### src/bsb_pkg.sv
// Package for the bridge sideband block: register map, field positions,
// reset values and timing counts.
// Assumes a 32-bit APB slave and a core clock of 100 MHz.
package bsb_pkg;

  // ****************************************************************
  // Register byte offsets
  // ****************************************************************
  localparam logic [7:0] OFS_CTRL = 8'h00;
  localparam logic [7:0] OFS_CLKCTRL = 8'h04;
  localparam logic [7:0] OFS_GPIO_OE = 8'h08;
  localparam logic [7:0] OFS_GPIO_OUT = 8'h0c;
  localparam logic [7:0] OFS_GPIO_IN = 8'h10;
  localparam logic [7:0] OFS_HSCS = 8'h14;
  localparam logic [7:0] OFS_STATUS = 8'h18;

  // ****************************************************************
  // Field positions
  // ****************************************************************
  localparam int CTRL_SBR = 0;
  localparam int CTRL_CHIP = 1;
  localparam int CTRL_PWR_LO = 4;
  localparam int HSCS_LED = 0;
  localparam int HSCS_PEND = 1;
  localparam int HSCS_EN = 2;
  localparam int ST_CAP66 = 0;
  localparam int ST_PRI66 = 1;
  localparam int ST_SEC66 = 2;
  localparam int ST_DIV = 3;
  localparam int ST_SHIFT = 4;
  localparam int ST_SRST_N = 5;
  localparam int ST_PCC = 6;
  localparam int ST_HS_EN = 7;

  // ****************************************************************
  // Reset values and encodings
  // ****************************************************************
  localparam logic [1:0] PWR_D0 = 2'h0;
  localparam logic [1:0] PWR_D3HOT = 2'h3;
  localparam logic [3:0] GPIO_RST = 4'h0;
  localparam int NUM_SCLK = 10;
  localparam int NUM_GPIO = 4;
  localparam int EJECT_PIN = 3;

  // ****************************************************************
  // Timing
  // ****************************************************************
  localparam int CLK_MHZ = 100;
  localparam int SRST_WAIT_US = 100;
  localparam int SRST_WAIT_CYC = SRST_WAIT_US * CLK_MHZ;
  localparam int CNT_W = 16;
  localparam int SYNC_STAGES = 2;

  typedef enum logic [0:0] {
    MSK_SHIFT,
    MSK_DONE
  } bsb_msk_state_type;

endpackage

### src/bsb_sync.sv
// Two flip-flop synchroniser for a bus of level signals.
// Assumes each bit is a slow level; multi-bit values are not coherent.
`timescale 1ns/10ps
`default_nettype none
module bsb_sync #(
  parameter int W = 1
) (
  // Clock and reset
  input wire logic core_clk,
  input wire logic arst_n,
  // Data
  input wire logic [W-1:0] async_in,
  output logic [W-1:0] sync_out
);

  logic [W-1:0] meta_q;

  always_ff @(posedge core_clk or negedge arst_n) begin
    if (!arst_n) begin
      meta_q <= '0;
      sync_out <= '0;
    end else begin
      meta_q <= async_in;
      sync_out <= meta_q;
    end
  end

endmodule // bsb_sync
`default_nettype wire

### src/bsb_sideband.sv
// Sideband control of a bus-to-bus bridge: straps, secondary clock mask,
// secondary reset timing, clock outputs, GPIO and hot-swap signalling.
// Assumes core_clk runs at twice the primary bus clock, so a clock output
// that toggles every core cycle runs at the primary bus frequency.
//
// Design decisions made here: the register offsets and register access over APB.
`timescale 1ns/10ps
`default_nettype none
module bsb_sideband
  import bsb_pkg::*;
#(
  parameter int RST_WAIT_CYC = SRST_WAIT_CYC
) (
  // Clock and reset
  input wire logic core_clk,
  input wire logic arst_n,
  // APB slave
  input wire logic psel,
  input wire logic penable,
  input wire logic pwrite,
  input wire logic [7:0] paddr,
  input wire logic [31:0] pwdata,
  output logic [31:0] prdata,
  output logic pready,
  output logic pslverr,
  // Straps
  input wire logic speed_capability_strap,
  input wire logic primary_speed_enable,
  input wire logic power_clock_control_strap,
  input wire logic mode_select_zero,
  input wire logic mode_select_one,
  input wire logic clock_mask_serial_in,
  // Secondary speed line, open drain
  input wire logic secondary_speed_enable_in,
  output logic secondary_speed_enable_out,
  output logic secondary_speed_enable_oe_n,
  // Secondary clocks and reset
  output logic [NUM_SCLK-1:0] sec_clk_out,
  output logic sec_rst_n,
  // General purpose pins
  input wire logic [NUM_GPIO-1:0] gpio_in,
  output logic [NUM_GPIO-1:0] gpio_out,
  output logic [NUM_GPIO-1:0] gpio_oe_n,
  // Hot-swap
  output logic hotswap_enum_n,
  output logic hotswap_status_led
);

  // ****************************************************************
  // Input synchronisers
  // ****************************************************************
  localparam int NSYNC = 7 + NUM_GPIO;
  logic [NSYNC-1:0] sync_raw;
  logic [NSYNC-1:0] sync_val;
  logic cap66_s, pri_en_s, pcc_s, ms0_s, ms1_s, mask_s, sec_en_s;
  logic [NUM_GPIO-1:0] gpio_s;

  assign sync_raw = {gpio_in, secondary_speed_enable_in,
                     clock_mask_serial_in, mode_select_one,
                     mode_select_zero, power_clock_control_strap,
                     primary_speed_enable, speed_capability_strap};
  assign {gpio_s, sec_en_s, mask_s, ms1_s, ms0_s, pcc_s, pri_en_s,
          cap66_s} = sync_val;

  bsb_sync #(
    .W(NSYNC)
  ) u_sync (
    .core_clk(core_clk),
    .arst_n(arst_n),
    .async_in(sync_raw),
    .sync_out(sync_val)
  );

  // ****************************************************************
  // Mode decode
  // ****************************************************************
  logic hs_en;
  logic pri66;
  logic sec66;
  logic half_rate;

  assign hs_en = !ms0_s && ms1_s;
  assign pri66 = pri_en_s && cap66_s;
  assign sec66 = sec_en_s && pri66;
  assign half_rate = !sec_en_s && pri_en_s;

  // ****************************************************************
  // Register state
  // ****************************************************************
  logic sbr_q, sbr_d;
  logic chip_q, chip_d;
  logic [1:0] pwr_q, pwr_d;
  logic [NUM_SCLK-1:0] clk_dis_q, clk_dis_d;
  logic [NUM_GPIO-1:0] goe_q, goe_d;
  logic [NUM_GPIO-1:0] gdo_q, gdo_d;
  logic led_q, led_d;
  logic pend_q, pend_d;
  logic pready_d, pslverr_d;
  logic [31:0] prdata_d;
  logic wr_en, rd_phase;
  logic [31:0] rdval;
  logic unmapped;
  logic [CNT_W-1:0] cnt_q, cnt_d;

  // The answer comes one cycle into the access phase; writes land on the
  // edge where pready is seen high, so a write is never applied twice.
  assign rd_phase = psel && penable && !pready;
  assign wr_en = psel && penable && pwrite && pready;

  // ****************************************************************
  // Clock mask shifter
  // ****************************************************************
  bsb_msk_state_type msk_q, msk_d;
  logic [3:0] bit_cnt_q, bit_cnt_d;
  logic [NUM_SCLK-1:0] sh_q, sh_d;
  logic shifting;

  assign shifting = (msk_q == MSK_SHIFT);

  always_comb begin
    msk_d = msk_q;
    bit_cnt_d = bit_cnt_q;
    sh_d = sh_q;
    unique case (msk_q)
      MSK_SHIFT: begin
        // The first cycles would shift in the synchroniser's reset value,
        // so bits are taken only once the mask input has crossed it.
        if (bit_cnt_q >= 4'(SYNC_STAGES)) begin
          sh_d = {sh_q[NUM_SCLK-2:0], mask_s};
        end
        bit_cnt_d = bit_cnt_q + 4'h1;
        if (bit_cnt_q == 4'(NUM_SCLK + SYNC_STAGES - 1)) begin
          msk_d = MSK_DONE;
        end
      end
      MSK_DONE: begin
        bit_cnt_d = bit_cnt_q;
      end
    endcase
  end

  always_ff @(posedge core_clk or negedge arst_n) begin
    if (!arst_n) begin
      msk_q <= MSK_SHIFT;
      bit_cnt_q <= 4'h0;
      sh_q <= '0;
    end else begin
      msk_q <= msk_d;
      bit_cnt_q <= bit_cnt_d;
      sh_q <= sh_d;
    end
  end

  // ****************************************************************
  // Software registers
  // ****************************************************************
  logic ej_q, ej_d;
  logic ej_evt;
  logic primed;

  // Edges are believed only once the pin and its last value have both
  // crossed the synchroniser; otherwise reset itself looks like an event.
  assign primed = !shifting || (bit_cnt_q > 4'(SYNC_STAGES));
  // Both edges of the synchronised ejector count as an event.
  assign ej_evt = hs_en && primed && (ej_q != gpio_s[EJECT_PIN]);

  always_comb begin
    sbr_d = sbr_q;
    chip_d = chip_q && (cnt_q != '0);
    pwr_d = pwr_q;
    clk_dis_d = clk_dis_q;
    goe_d = goe_q;
    gdo_d = gdo_q;
    led_d = led_q;
    pend_d = pend_q;
    ej_d = gpio_s[EJECT_PIN];
    if (shifting && msk_d == MSK_DONE) begin
      clk_dis_d = sh_d;
    end
    if (wr_en) begin
      unique case (paddr)
        OFS_CTRL: begin
          sbr_d = pwdata[CTRL_SBR];
          if (pwdata[CTRL_CHIP]) begin
            chip_d = 1'b1;
          end
          pwr_d = pwdata[CTRL_PWR_LO +: 2];
        end
        OFS_CLKCTRL: clk_dis_d = pwdata[NUM_SCLK-1:0];
        OFS_GPIO_OE: goe_d = pwdata[NUM_GPIO-1:0];
        OFS_GPIO_OUT: gdo_d = pwdata[NUM_GPIO-1:0];
        OFS_HSCS: begin
          led_d = pwdata[HSCS_LED];
          if (pwdata[HSCS_PEND]) begin
            pend_d = 1'b0;
          end
        end
        default: begin
          sbr_d = sbr_q;
        end
      endcase
    end
    // A new event wins over a clear in the same cycle.
    if (ej_evt) begin
      pend_d = 1'b1;
    end
  end

  always_comb begin
    rdval = '0;
    unmapped = 1'b0;
    unique case (paddr)
      OFS_CTRL: begin
        rdval[CTRL_SBR] = sbr_q;
        rdval[CTRL_CHIP] = chip_q;
        rdval[CTRL_PWR_LO +: 2] = pwr_q;
      end
      OFS_CLKCTRL: rdval[NUM_SCLK-1:0] = clk_dis_q;
      OFS_GPIO_OE: rdval[NUM_GPIO-1:0] = goe_q;
      OFS_GPIO_OUT: rdval[NUM_GPIO-1:0] = gdo_q;
      OFS_GPIO_IN: rdval[NUM_GPIO-1:0] = gpio_s;
      OFS_HSCS: begin
        rdval[HSCS_LED] = led_q;
        rdval[HSCS_PEND] = pend_q;
        rdval[HSCS_EN] = hs_en;
      end
      OFS_STATUS: begin
        rdval[ST_CAP66] = cap66_s;
        rdval[ST_PRI66] = pri66;
        rdval[ST_SEC66] = sec66;
        rdval[ST_DIV] = half_rate;
        rdval[ST_SHIFT] = shifting;
        rdval[ST_SRST_N] = sec_rst_n;
        rdval[ST_PCC] = pcc_s;
        rdval[ST_HS_EN] = hs_en;
      end
      default: unmapped = 1'b1;
    endcase
    pready_d = rd_phase;
    prdata_d = (rd_phase && !pwrite) ? rdval : '0;
    pslverr_d = rd_phase && unmapped;
  end

  always_ff @(posedge core_clk or negedge arst_n) begin
    if (!arst_n) begin
      sbr_q <= 1'b0;
      chip_q <= 1'b0;
      pwr_q <= PWR_D0;
      clk_dis_q <= '0;
      goe_q <= GPIO_RST;
      gdo_q <= GPIO_RST;
      led_q <= 1'b0;
      pend_q <= 1'b0;
      ej_q <= 1'b0;
      pready <= 1'b0;
      prdata <= '0;
      pslverr <= 1'b0;
    end else begin
      sbr_q <= sbr_d;
      chip_q <= chip_d;
      pwr_q <= pwr_d;
      clk_dis_q <= clk_dis_d;
      goe_q <= goe_d;
      gdo_q <= gdo_d;
      led_q <= led_d;
      pend_q <= pend_d;
      ej_q <= ej_d;
      pready <= pready_d;
      prdata <= prdata_d;
      pslverr <= pslverr_d;
    end
  end

  // ****************************************************************
  // Secondary reset timing
  // ****************************************************************
  logic srst_n_d;
  logic hold;
  logic chip_set;

  assign chip_set = wr_en && (paddr == OFS_CTRL) && pwdata[CTRL_CHIP];
  assign hold = shifting || sbr_q;

  // The wait restarts whenever a hold source is active, so the release
  // always follows the last hold by the full period.
  always_comb begin
    cnt_d = cnt_q;
    if (hold || chip_set) begin
      cnt_d = CNT_W'(RST_WAIT_CYC);
    end else if (cnt_q != '0) begin
      cnt_d = cnt_q - 1'b1;
    end
    srst_n_d = !hold && !chip_set && (cnt_d == '0);
  end

  always_ff @(posedge core_clk or negedge arst_n) begin
    if (!arst_n) begin
      cnt_q <= CNT_W'(RST_WAIT_CYC);
      sec_rst_n <= 1'b0;
    end else begin
      cnt_q <= cnt_d;
      sec_rst_n <= srst_n_d;
    end
  end

  // ****************************************************************
  // Secondary clock outputs
  // ****************************************************************
  logic div_q, div_d;
  logic ph_q, ph_d;
  logic b2;
  logic [NUM_SCLK-1:0] sclk_d;

  assign b2 = pcc_s && (pwr_q == PWR_D3HOT);

  always_comb begin
    div_d = !div_q;
    ph_d = ph_q;
    if (!half_rate || div_q) begin
      ph_d = !ph_q;
    end
    for (int i = 0; i < NUM_SCLK; i++) begin
      if (b2) begin
        sclk_d[i] = 1'b0;
      end else if (clk_dis_q[i]) begin
        sclk_d[i] = 1'b1;
      end else begin
        sclk_d[i] = ph_q;
      end
    end
  end

  always_ff @(posedge core_clk or negedge arst_n) begin
    if (!arst_n) begin
      div_q <= 1'b0;
      ph_q <= 1'b0;
      sec_clk_out <= '0;
    end else begin
      div_q <= div_d;
      ph_q <= ph_d;
      sec_clk_out <= sclk_d;
    end
  end

  // ****************************************************************
  // Pins: secondary speed line, GPIO and hot-swap
  // ****************************************************************
  logic spd_oe_n_d;
  logic [NUM_GPIO-1:0] goe_n_d;

  // Pulled low only while the secondary side is held in reset and primary_speed_enable is low.
  assign spd_oe_n_d = !(!sec_rst_n && !pri_en_s);

  always_comb begin
    goe_n_d = ~goe_q;
    if (hs_en) begin
      goe_n_d[EJECT_PIN] = 1'b1;
    end
  end

  // The strap is not yet known while the async reset is held, so the
  // line is pulled low then as the safe choice for a slow bus.
  always_ff @(posedge core_clk or negedge arst_n) begin
    if (!arst_n) begin
      secondary_speed_enable_out <= 1'b0;
      secondary_speed_enable_oe_n <= 1'b0;
      gpio_out <= GPIO_RST;
      gpio_oe_n <= '1;
      hotswap_enum_n <= 1'b1;
      hotswap_status_led <= 1'b0;
    end else begin
      secondary_speed_enable_out <= 1'b0;
      secondary_speed_enable_oe_n <= spd_oe_n_d;
      gpio_out <= gdo_q;
      gpio_oe_n <= goe_n_d;
      hotswap_enum_n <= !pend_q;
      hotswap_status_led <= led_q;
    end
  end

endmodule // bsb_sideband
`default_nettype wire

### config.mk
export PLATFORM = sky130hd
export DESIGN_NAME = bsb_sideband
export DESIGN_NICKNAME = d
export VERILOG_FILES = /design/src/bsb_pkg.sv /design/src/bsb_sync.sv /design/src/bsb_sideband.sv
export SDC_FILE = /design/constraint.sdc
export NUM_CORES = 1
export LEC_CHECK = 0
export BUFFER_PORTS_ARGS = -buffer_cell sky130_fd_sc_hd__clkbuf_2
export CORE_ASPECT_RATIO = 2
export CORE_UTILIZATION = 45
export CTS_CLUSTER_DIAMETER = 150
export CTS_CLUSTER_SIZE = 25
export DETAILED_ROUTE_END_ITERATION = 10
export HOLD_SLACK_MARGIN = 0.12
export PLACE_DENSITY = 0.72
export SYNTH_ARGS = -nofsm -noshare
export SYNTH_HDL_FRONTEND = slang
export SYNTH_SLANG_ARGS = --single-unit
### constraint.sdc
create_clock -name core_clk -period 2.2 [get_ports core_clk]
set_input_delay 0.44 -clock core_clk [delete_from_list [all_inputs] [get_ports core_clk]]
set_output_delay 0.44 -clock core_clk [all_outputs]
set_load 0.03 [all_outputs]
# ---- Yosys cells after proc, flatten, opt, wreduce, memory -nomap -nowiden
# Cells that the tools add are included.
dict set report word_totals {
  inputBits 56
  output_inout_bits 57
  word_cells 137
  ff_bits 114
}
dict set report classes {
  eq_ne 9
  n_addsub 2
  n_lt_le_gt_ge 2
  n_mux 46
  bitwise_logic 2
  n_reduce_logical 49
}
# op n
set ops {}
lappend ops {{$mux 10} 6}
lappend ops {{$mux 16} 2}
lappend ops {{$mux 1} 31}
lappend ops {{$eq 8x5->1 const B} 3}
lappend ops {{$logic_and 1x1->1} 20}
lappend ops {{$eq 8x4->1 const B} 2}
lappend ops {{$logic_not 16->1} 1}
lappend ops {{$reduce_bool 16->1} 1}
lappend ops {{$sub 16x1->16 const B} 1}
lappend ops {{$pmux 2 s7} 1}
lappend ops {{$logic_not 1->1} 13}
lappend ops {{$eq 8x3->1 const B} 1}
lappend ops {{$logic_not 8->1} 1}
lappend ops {{$reduce_and 2->1} 4}
lappend ops {{$reduce_or 7->1} 1}
lappend ops {{$pmux 1 s6} 1}
lappend ops {{$pmux 2 s3} 1}
lappend ops {{$reduce_bool 2->1} 3}
lappend ops {{$pmux 1 s5} 1}
lappend ops {{$add 4x1->4 const B} 1}
lappend ops {{$eq 4x4->1 const B} 1}
lappend ops {{$ge 4x2->1 const B} 1}
lappend ops {{$gt 4x2->1 const B} 1}
lappend ops {{$logic_or 1x1->1} 4}
lappend ops {{8 further kinds} 8}

# ---- Longest topological paths before layout
# Gate-level depths: netlist (run 1).
dict set report logic_depth {
  ltp_word 9
  mapped_depth 9
  ltp_nobuf 8
}

# ---- Hierarchy
# A second synthesis (run 1) with hierarchy kept.
dict set report unflattened {
  cells_unflattened 409
  area_unflattened_um2 4872.2
}
# mod seq_area_each_um2 cells_per_inst instances area_per_inst_um2
set modules_own_cells {}
lappend modules_own_cells {bsb_sideband 2314.7 387 1 4321.6}
lappend modules_own_cells {bsb_sync 550.5 22 1 550.5}

# ---- Worst setup path before layout (run 1)
# No wires, ideal clock.
dict set report synth_timing {
  path_kind {reg2reg}
  start {register cnt_q[0]}
  end {register cnt_q[14]}
  synth_period_minus_slack_ns 2.264
  setup_slack_ns -0.064
  path_buffers 0
  path_stages_with_launch 9
  t_required_ns 2.068
  arrival_ns 2.132
  setup_ns 0.132
  path_cell_list {dfrtp_1 -> inv_1 -> ha_1 -> or4b_2 -> nand2b_4 -> or2_4 -> nor3_1 -> mux2i_1 -> nor2_1}
}
dict set report synth_via {
  elab_chain_cells 3
  word_cells_on_any_way 4
  cone_classes {add/sub (1); mux (2); reduce/logical (1)}
}
# item line
set synth_lines {}
lappend synth_lines {{start: declaration} bsb_sideband.sv:103} ;# logic [CNT_W-1:0] cnt_q, cnt_d;
lappend synth_lines {{start signal: assignment} bsb_sideband.sv:298} ;# cnt_q <= CNT_W'(RST_WAIT_CYC);
lappend synth_lines {{start signal: assignment} bsb_sideband.sv:301} ;# cnt_q <= cnt_d;
lappend synth_lines {{$sub 16x1->16 / $reduce_bool 16->1 (equally long branches)} {bsb_sideband.sv:291, bsb_sideband.sv:290}}
lappend synth_lines {{$mux 16 (*)} bsb_sideband.sv:290} ;# end else if (cnt_q != '0) begin
lappend synth_lines {{$mux 16 (*)} bsb_sideband.sv:288} ;# if (hold || chip_set) begin
lappend synth_lines {{net cnt_d[14]} bsb_sideband.sv:103}
# The timed path passes the listed nets; every way through them passes the cells marked *.
# A chain may end at the register's enable or synchronous reset.

# ---- Worst setup path in the final report (run 1)
dict set report layout_timing {
  start {register cnt_q[0]}
  end {register sec_rst_n}
}
dict set report layout_via {
  elab_chain_cells 5
  word_cells_on_any_way 6
  cone_classes {add/sub (1); mux (2); reduce/logical (3)}
}
# item line
set layout_lines {}
lappend layout_lines {{$sub 16x1->16 / $reduce_bool 16->1 (equally long branches)} {bsb_sideband.sv:291, bsb_sideband.sv:290}}
lappend layout_lines {{$mux 16 (*)} bsb_sideband.sv:290}
lappend layout_lines {{$mux 16 (*)} bsb_sideband.sv:288}
lappend layout_lines {{$logic_not 16->1 (*)} bsb_sideband.sv:293} ;# srst_n_d = !hold && !chip_set && (cnt_d == '0);
lappend layout_lines {{$logic_and 1x1->1 (*)} bsb_sideband.sv:293}
lappend layout_lines {{net srst_n_d} bsb_sideband.sv:277} ;# logic srst_n_d;
lappend layout_lines {{end signal: assignment} bsb_sideband.sv:302} ;# sec_rst_n <= srst_n_d;
lappend layout_lines {{end: declaration} bsb_sideband.sv:39} ;# output logic sec_rst_n,
# Marks and branches as above.

==> results of run 1 <==
-- worst max-delay path, stage by stage (launching register included) --
cell      delay [ps]
dfrtp_1          380
inv_2             70
buf_6            100
ha_4             110
nor4b_4          210
and4_4           290
buf_6            120
nor3_2            40
xnor2_1          280
o211ai_1         230
nor4_2           290
-- logic make-up (layout without fill, tap and decap cells) --
group,count (synthesis),count (layout),share of synthesized area (%)
adder cells (fa/ha/maj),4,4,1.03
other,1,23,0.0770
XOR/XNOR,11,11,1.98
AO/OA/AOI/OAI,65,65,9.51
multiplexers,42,42,9.28
buffers and inverters,58,164,6.68
flip-flops,114,114,58.9
AND/OR/NAND/NOR,114,114,12.6
-- metal layers --
| metal | global-route usage, % | part of all wire [%] | vias up |
|---|---|---|---|
| met2 | 40.1 | 59 | 106 |
| met5 | 0 | 0 | - |
| met1 | 22.2 | 35 | 1704 |
| met4 | 11.2 | 3.0 | 0 |
| met3 | 5.14 | 3.5 | 18 |
| li1 | - | - | 1618 |
-- registers in the layout (all words and copies together) (netlist names), 10 cells and up --
| name | count |
|---|---|
| clk_dis_q | 10 |
| cnt_q | 16 |
| sh_q | 10 |
| prdata | 10 |
| u_sync.sync_out | 11 |
| sec_clk_out | 10 |
| u_sync.meta_q | 11 |
-- final timing paths --
check | slack [ps] | depth (start not counted) | from | end
worst max register to register | -20 | 10 | cnt_q[0] | sec_rst_n
worst min register to register | 340 | 0 | u_sync.meta_q[6] | u_sync.sync_out[6]
min in group asynchronous | 590 | 2 | arst_n | pend_q
worst max-delay path | -20 | 10 | cnt_q[0] | sec_rst_n
worst min-delay path | 150 | 1 | gpio_in[1] | u_sync.meta_q[8]
max in group asynchronous | 940 | 3 | arst_n | hotswap_enum_n
-- power by group --
part	switching [mW]	leakage, nW	total (mW)	internal (mW)
Combinational	0.506	1.30	0.872	0.366
Sequential	0.190	1.35	2.50	2.31
Clock	0.927	0.333	3.13	2.20
-- Yosys cell counts (2+ instances only) --
cell type / count
a32oi_1: 2
buf_6: 2
buf_1: 2
a21boi_0: 2
o21a_1: 10
nand2_1: 25
a22o_1: 2
a222oi_1: 2
nor2b_1: 2
mux2_2: 15
nand4_1: 2
xor2_1: 2
and2_1: 4
inv_1: 24
dfstp_2: 10
nor3_1: 15
o21ai_0: 14
or3_1: 2
buf_4: 24
nor2_1: 29
xnor2_1: 9
nand3_1: 6
nand3b_1: 2
dfrtp_1: 104
nor3b_1: 2
a22oi_1: 4
a31oi_1: 3
a21o_1: 2
or2_2: 4
clkbuf_1: 4
ha_1: 4
buf_2: 2
mux2i_1: 26
and3_1: 7
a221oi_1: 2
nor4_1: 3
a21oi_1: 10
-- final cells by class --
| cell class | instances | area (µm²) |
|---|---|---|
| Multi-Input combinational cell | 259 | 1810 |
| Fill cell | 854 | 4230 |
| Sequential cell | 114 | 2870 |
| Clock inverter | 10 | 204 |
| Tap cell | 137 | 171 |
| Timing Repair Buffer | 109 | 699 |
| Clock buffer | 21 | 470 |
| Inverter | 24 | 90.1 |
-- what timing repair did --
item                                    CTS  global route
endpoints found under the setup margin   13             1
cloned                                    0             0
hold buffers                              4             0
buffers inserted                          0             5
hold endpoints to repair                 41             0
pin swaps                                 0             4
resized for setup                         2            11
==> reports/metrics.csv, run 1 <==
metric,value,unit
status,"complete, but fails checks",
violations,negative setup slack,
synth_area,0.00487,mm²
track_usage,22.0,%
yosys_warnings,0,
numCtsBuffers,17,
cts_max_level,4,
avgSynthCellArea,11.9,µm²
core-area,0.0105,mm²
dieArea,0.0113,mm²
worstSetupStartpointType,flop,
critPathKind,reg2reg,
drt_first_pass_iters,4,
hold_viol,0,
power.density,1030,mW/mm²
start_util,46.2,%
grt_overflow,0,
setup_tns,-24.7,ps
die_h,149,µm
wl,11.3,mm
synth-edff-count,0,
yosysTopAreaCell,dfrtp_1,
maxSlewHeadroom,60.5,%
portBuffers,67,
cts_tree,done,
via_count,3446,
synth_area_leaders,"dfrtp_1 (53%), dfstp_2 (5.4%), mux2i_1 (5.3%), buf_4 (3.7%), mux2_2 (3.5%)",
io_pins,113,
design_area,0.00631,mm²
cp.required,2510,ps
setup_viol,1,
clockBufferDepth,2,
antenna_found_initial,0,
fin_crit_sh,101,%
grt_max_degree,43,
drive_above_1_share,34.6,%
grt_pass1_wl,17.7,mm
finalWorstSetupSlack,-24.7,ps
worstPathArrival,2530,ps
first_global_vias,3509,
instances_no_fill,674,
dp_hpwl,8.14,mm
viasPerCell,5.11,
syn_inst,409,
tightest_slew,593,ps
worst_hold_path_type,in2reg,
hold_ws,145,ps
yosysTopAreaCellShare,53.5,%
clock_sinks,114,
drt_iter0_drc,184,
clock_skew,9.97,ps
post_drt_wl_per_cell,16.7,µm
grt_setup_unrepaired,true,
die_w,75.5,µm
synth_cell_type_count,62,
finalMaxSlewViolations,0,
p_leak,2.99,nW
utilization,59.9,%
end_kind,flop,
max_freq,449,MHz
antenna_cells,0,
ant_nets,0,
insertion_delay,400,ps
final_cell_mix,"dfrtp_1 (104), clkbuf_2 (66), buf_4 (34)",
ys_ff_latch,114,
nets,585,
dpl.cell_count,634,
root_buffer,clkbuf_16,
async_flop_share,100,%
drv_cap,0,
gp_congestion,0.900,
worst-path-max-fanout,5,
cts.clk_slew.worst_paths,50,ps
layout_commonest_cell,dfrtp_1,
pre_cts_slack,-101,ps
period_needed,2220,ps
syn_to_final_growth,29.7,%
synthFlopType,dfrtp_1,
report.power.total,6.50,mW
drc_errors,0,
ir_drop,0.649,mV
row_count,53,
synth_seq_area_share,58.9,%
placed_area,0.00550,mm²
Note: power is estimated with default switching activity, not from simulation.
==> inputs of run 2 (changes only) <==
Settings changed: CTS_BUF_LIST set to sky130_fd_sc_hd__clkbuf_4, PLACE_DENSITY 0.72 to not set, PLACE_DENSITY_LB_ADDON set to 0.12.
==> reports/metrics.csv, run 2 (synthesis gave the netlist of run 1 again) <==
metric,value,unit,change
status,"finished, final reports clean",,
report.power.total,5.36,mW,-18%
timing.rr.end,sec_rst_n,,
crit_family,simple AND/OR/NAND/NOR gates,,
worstPathArrival,2550,ps,+20 ps
regMostFlops,cnt_q,,
drive_above_1_share,35.8,%,+1.2 points
cpMaxStageDelayCell,or4b_4,,
first_global_vias,3686,,+5.0%
syn_to_final_growth,27.2,%,
grt_overflow,0,,unchanged
r2r_setup_slack,60,ps,+90 ps
core-area,0.0105,mm²,unchanged
final_cell_mix,"dfrtp_1 (104), clkbuf_2 (66), buf_4 (47)",,
viasPerCell,5.01,,-2.0%
max_freq,468,MHz,+4.1%
num-fill-cells,902,,+5.6%
cts.clk_slew.worst_paths,100,ps,+50 ps
dp_hpwl,8.52,mm,+4.7%
worst-path-max-fanout,3,,-2
io_pins,113,,unchanged
end_kind,flop,,
layout_commonest_cell,dfrtp_1,,
drc_errors,0,,unchanged
clock_sinks,114,,unchanged
grt_pass1_wl,17.4,mm,-1.8%
drt_iter0_drc,146,,-21%
dpl.cell_count,645,,+1.7%
ir_drop,0.511,mV,-21%
finalMaxSlewViolations,0,,unchanged
wl_met3,267,µm,-32%
cp_common_cell,o21ai_4,,
worstSetupStartpointType,flop,,
wl_met1,3.92,mm,-0.13%
fin_crit_sh,97.2,%,-3.9 points
tightest_slew,626,ps,+33.0 ps
grt_max_degree,39,,-9.3%
cp.required,2610,ps,+100 ps
r2r_cells,7,,-3
setup_viol,0,,-1
routed-wl-met2,6.75,mm,+1.9%
path_depth,7,,-3
clock_skew,11.1,ps,+1.13 ps
dieArea,0.0113,mm²,unchanged
min-delay-start,pwdata[6],,
maxSlewHeadroom,58.2,%,-2.2 points
min_path_cells,3,,+2
reg2reg_from,cnt_q[1],,
nets,605,,+3.4%
via_count,3488,,+1.2%
power.density,865,mW/mm²,-16%
instances_no_fill,696,,+3.3%
worstPathCellList,inv_2 > ha_2 > or4b_4 > o21ai_4 > o21ai_4 > a2111o_1 > nor4_2,,
crit_path_max_incr_delay,510,ps,+130 ps
start_util,46.2,%,unchanged
drt_first_pass_iters,4,,unchanged
gp_congestion,0.924,,+2.7%
drv_cap,0,,unchanged
ant_nets,0,,unchanged
post_drt_wl_per_cell,16.3,µm,-2.4%
largest_reg_flops,16,,unchanged
worst_hold_path_type,in2reg,,
hold_viol,0,,unchanged
portBuffers,67,,unchanged
grt_setup_unrepaired,true,,
p_leak,2.93,nW,-1.9%
min_to,clk_dis_q[6],,
die_h,149,µm,unchanged
cts_max_level,4,,unchanged
numCtsBuffers,17,,unchanged
largest_registers,"cnt_q: 16 flops, u_sync.meta_q: 11 flops, u_sync.sync_out: 11 flops",,
cp.buffers_inverters,1,,-2
antenna_found_initial,1,,+1
critPathKind,reg2reg,,
root_buffer,clkbuf_4,,
wl,11.4,mm,+0.81%
clockBufferDepth,2,,unchanged
die_w,75.5,µm,unchanged
cts_tree,done,,
track_usage,21.7,%,-0.27 points
insertion_delay,510,ps,+110 ps
period_needed,2140,ps,-86.6 ps
row_count,53,,unchanged
top_layer,met4,,
[run 2: cell count changes in the layout (fill, tap and decap cells not counted), sizes merged]
cell | before | now
buf | 39 | 50
diode | 0 | 1
clkbuf | 87 | 85
dlygate4sd3 | 4 | 13
clkinvlp | 0 | 1
clkinv | 4 | 6
[run 2: through the flow]
step	worst slack, ps	utilization, %	cell area [µm²]	setup TNS, ps	hold WS, ps
after floorplan	1.16	-	4960	0	144
after global placement	-179	52.9	5570	-267	334
after detailed placement	-276	52.9	5570	-647	336
after CTS	4.91	57.6	6070	0	121
after global routing	-32.9	58.7	6190	-45.7	120
final	61.9	58.7	6190	0	150
[run 2: layout make-up]
class	count	area (µm²)	area share, %
sequential	114	2870	46.3
multi-input combinational	259	1850	29.9
timing repair buffer	129	856	13.8
clock inverter	13	214	3.46
tap	137	171	2.77
clock buffer	19	143	2.30
inverter	24	90.1	1.46
antenna	1	2.50	0.0404
[run 2: worst max-delay path by stage]
stage | start | end | slack [ps]
CTS | cnt_q[1] | sec_rst_n | 5
floorplan | cnt_q[0] | sec_rst_n | 1
finish | cnt_q[1] | sec_rst_n | 60
detailed placement | cnt_q[1] | sec_rst_n | -280
global route | cnt_q[1] | sec_rst_n | -30
global placement | cnt_q[1] | sec_rst_n | -180
[run 2: power breakdown]
part	internal [mW]	switching, mW	total [mW]
sequential	2.30	0.182	2.49
clock	1.14	0.732	1.87
combinational	0.444	0.557	1.00
[run 2: worst register-to-register path, stage by stage, from the launching register on]
cell      delay, ps
dfrtp_1         400
inv_2            80
ha_2            190
or4b_4          510
o21ai_4         170
o21ai_4          80
a2111o_1        370
nor4_2          250
[run 2: layer usage]
metal,track usage [%],vias to the layer above
met4,11.9,0
met1,19.8,1728
met2,41.2,73
met3,5.34,29
li1,-,1658
met5,0,-
[run 2: repair_timing]
| action | in CTS | in global routing |
|---|---|---|
| pin swaps | 0 | 6 |
| endpoints found under the setup margin | 14 | 2 |
| hold buffers | 13 | 0 |
| resized for setup | 5 | 18 |
| hold endpoints to repair | 39 | 0 |
| setup buffers | 0 | 5 |
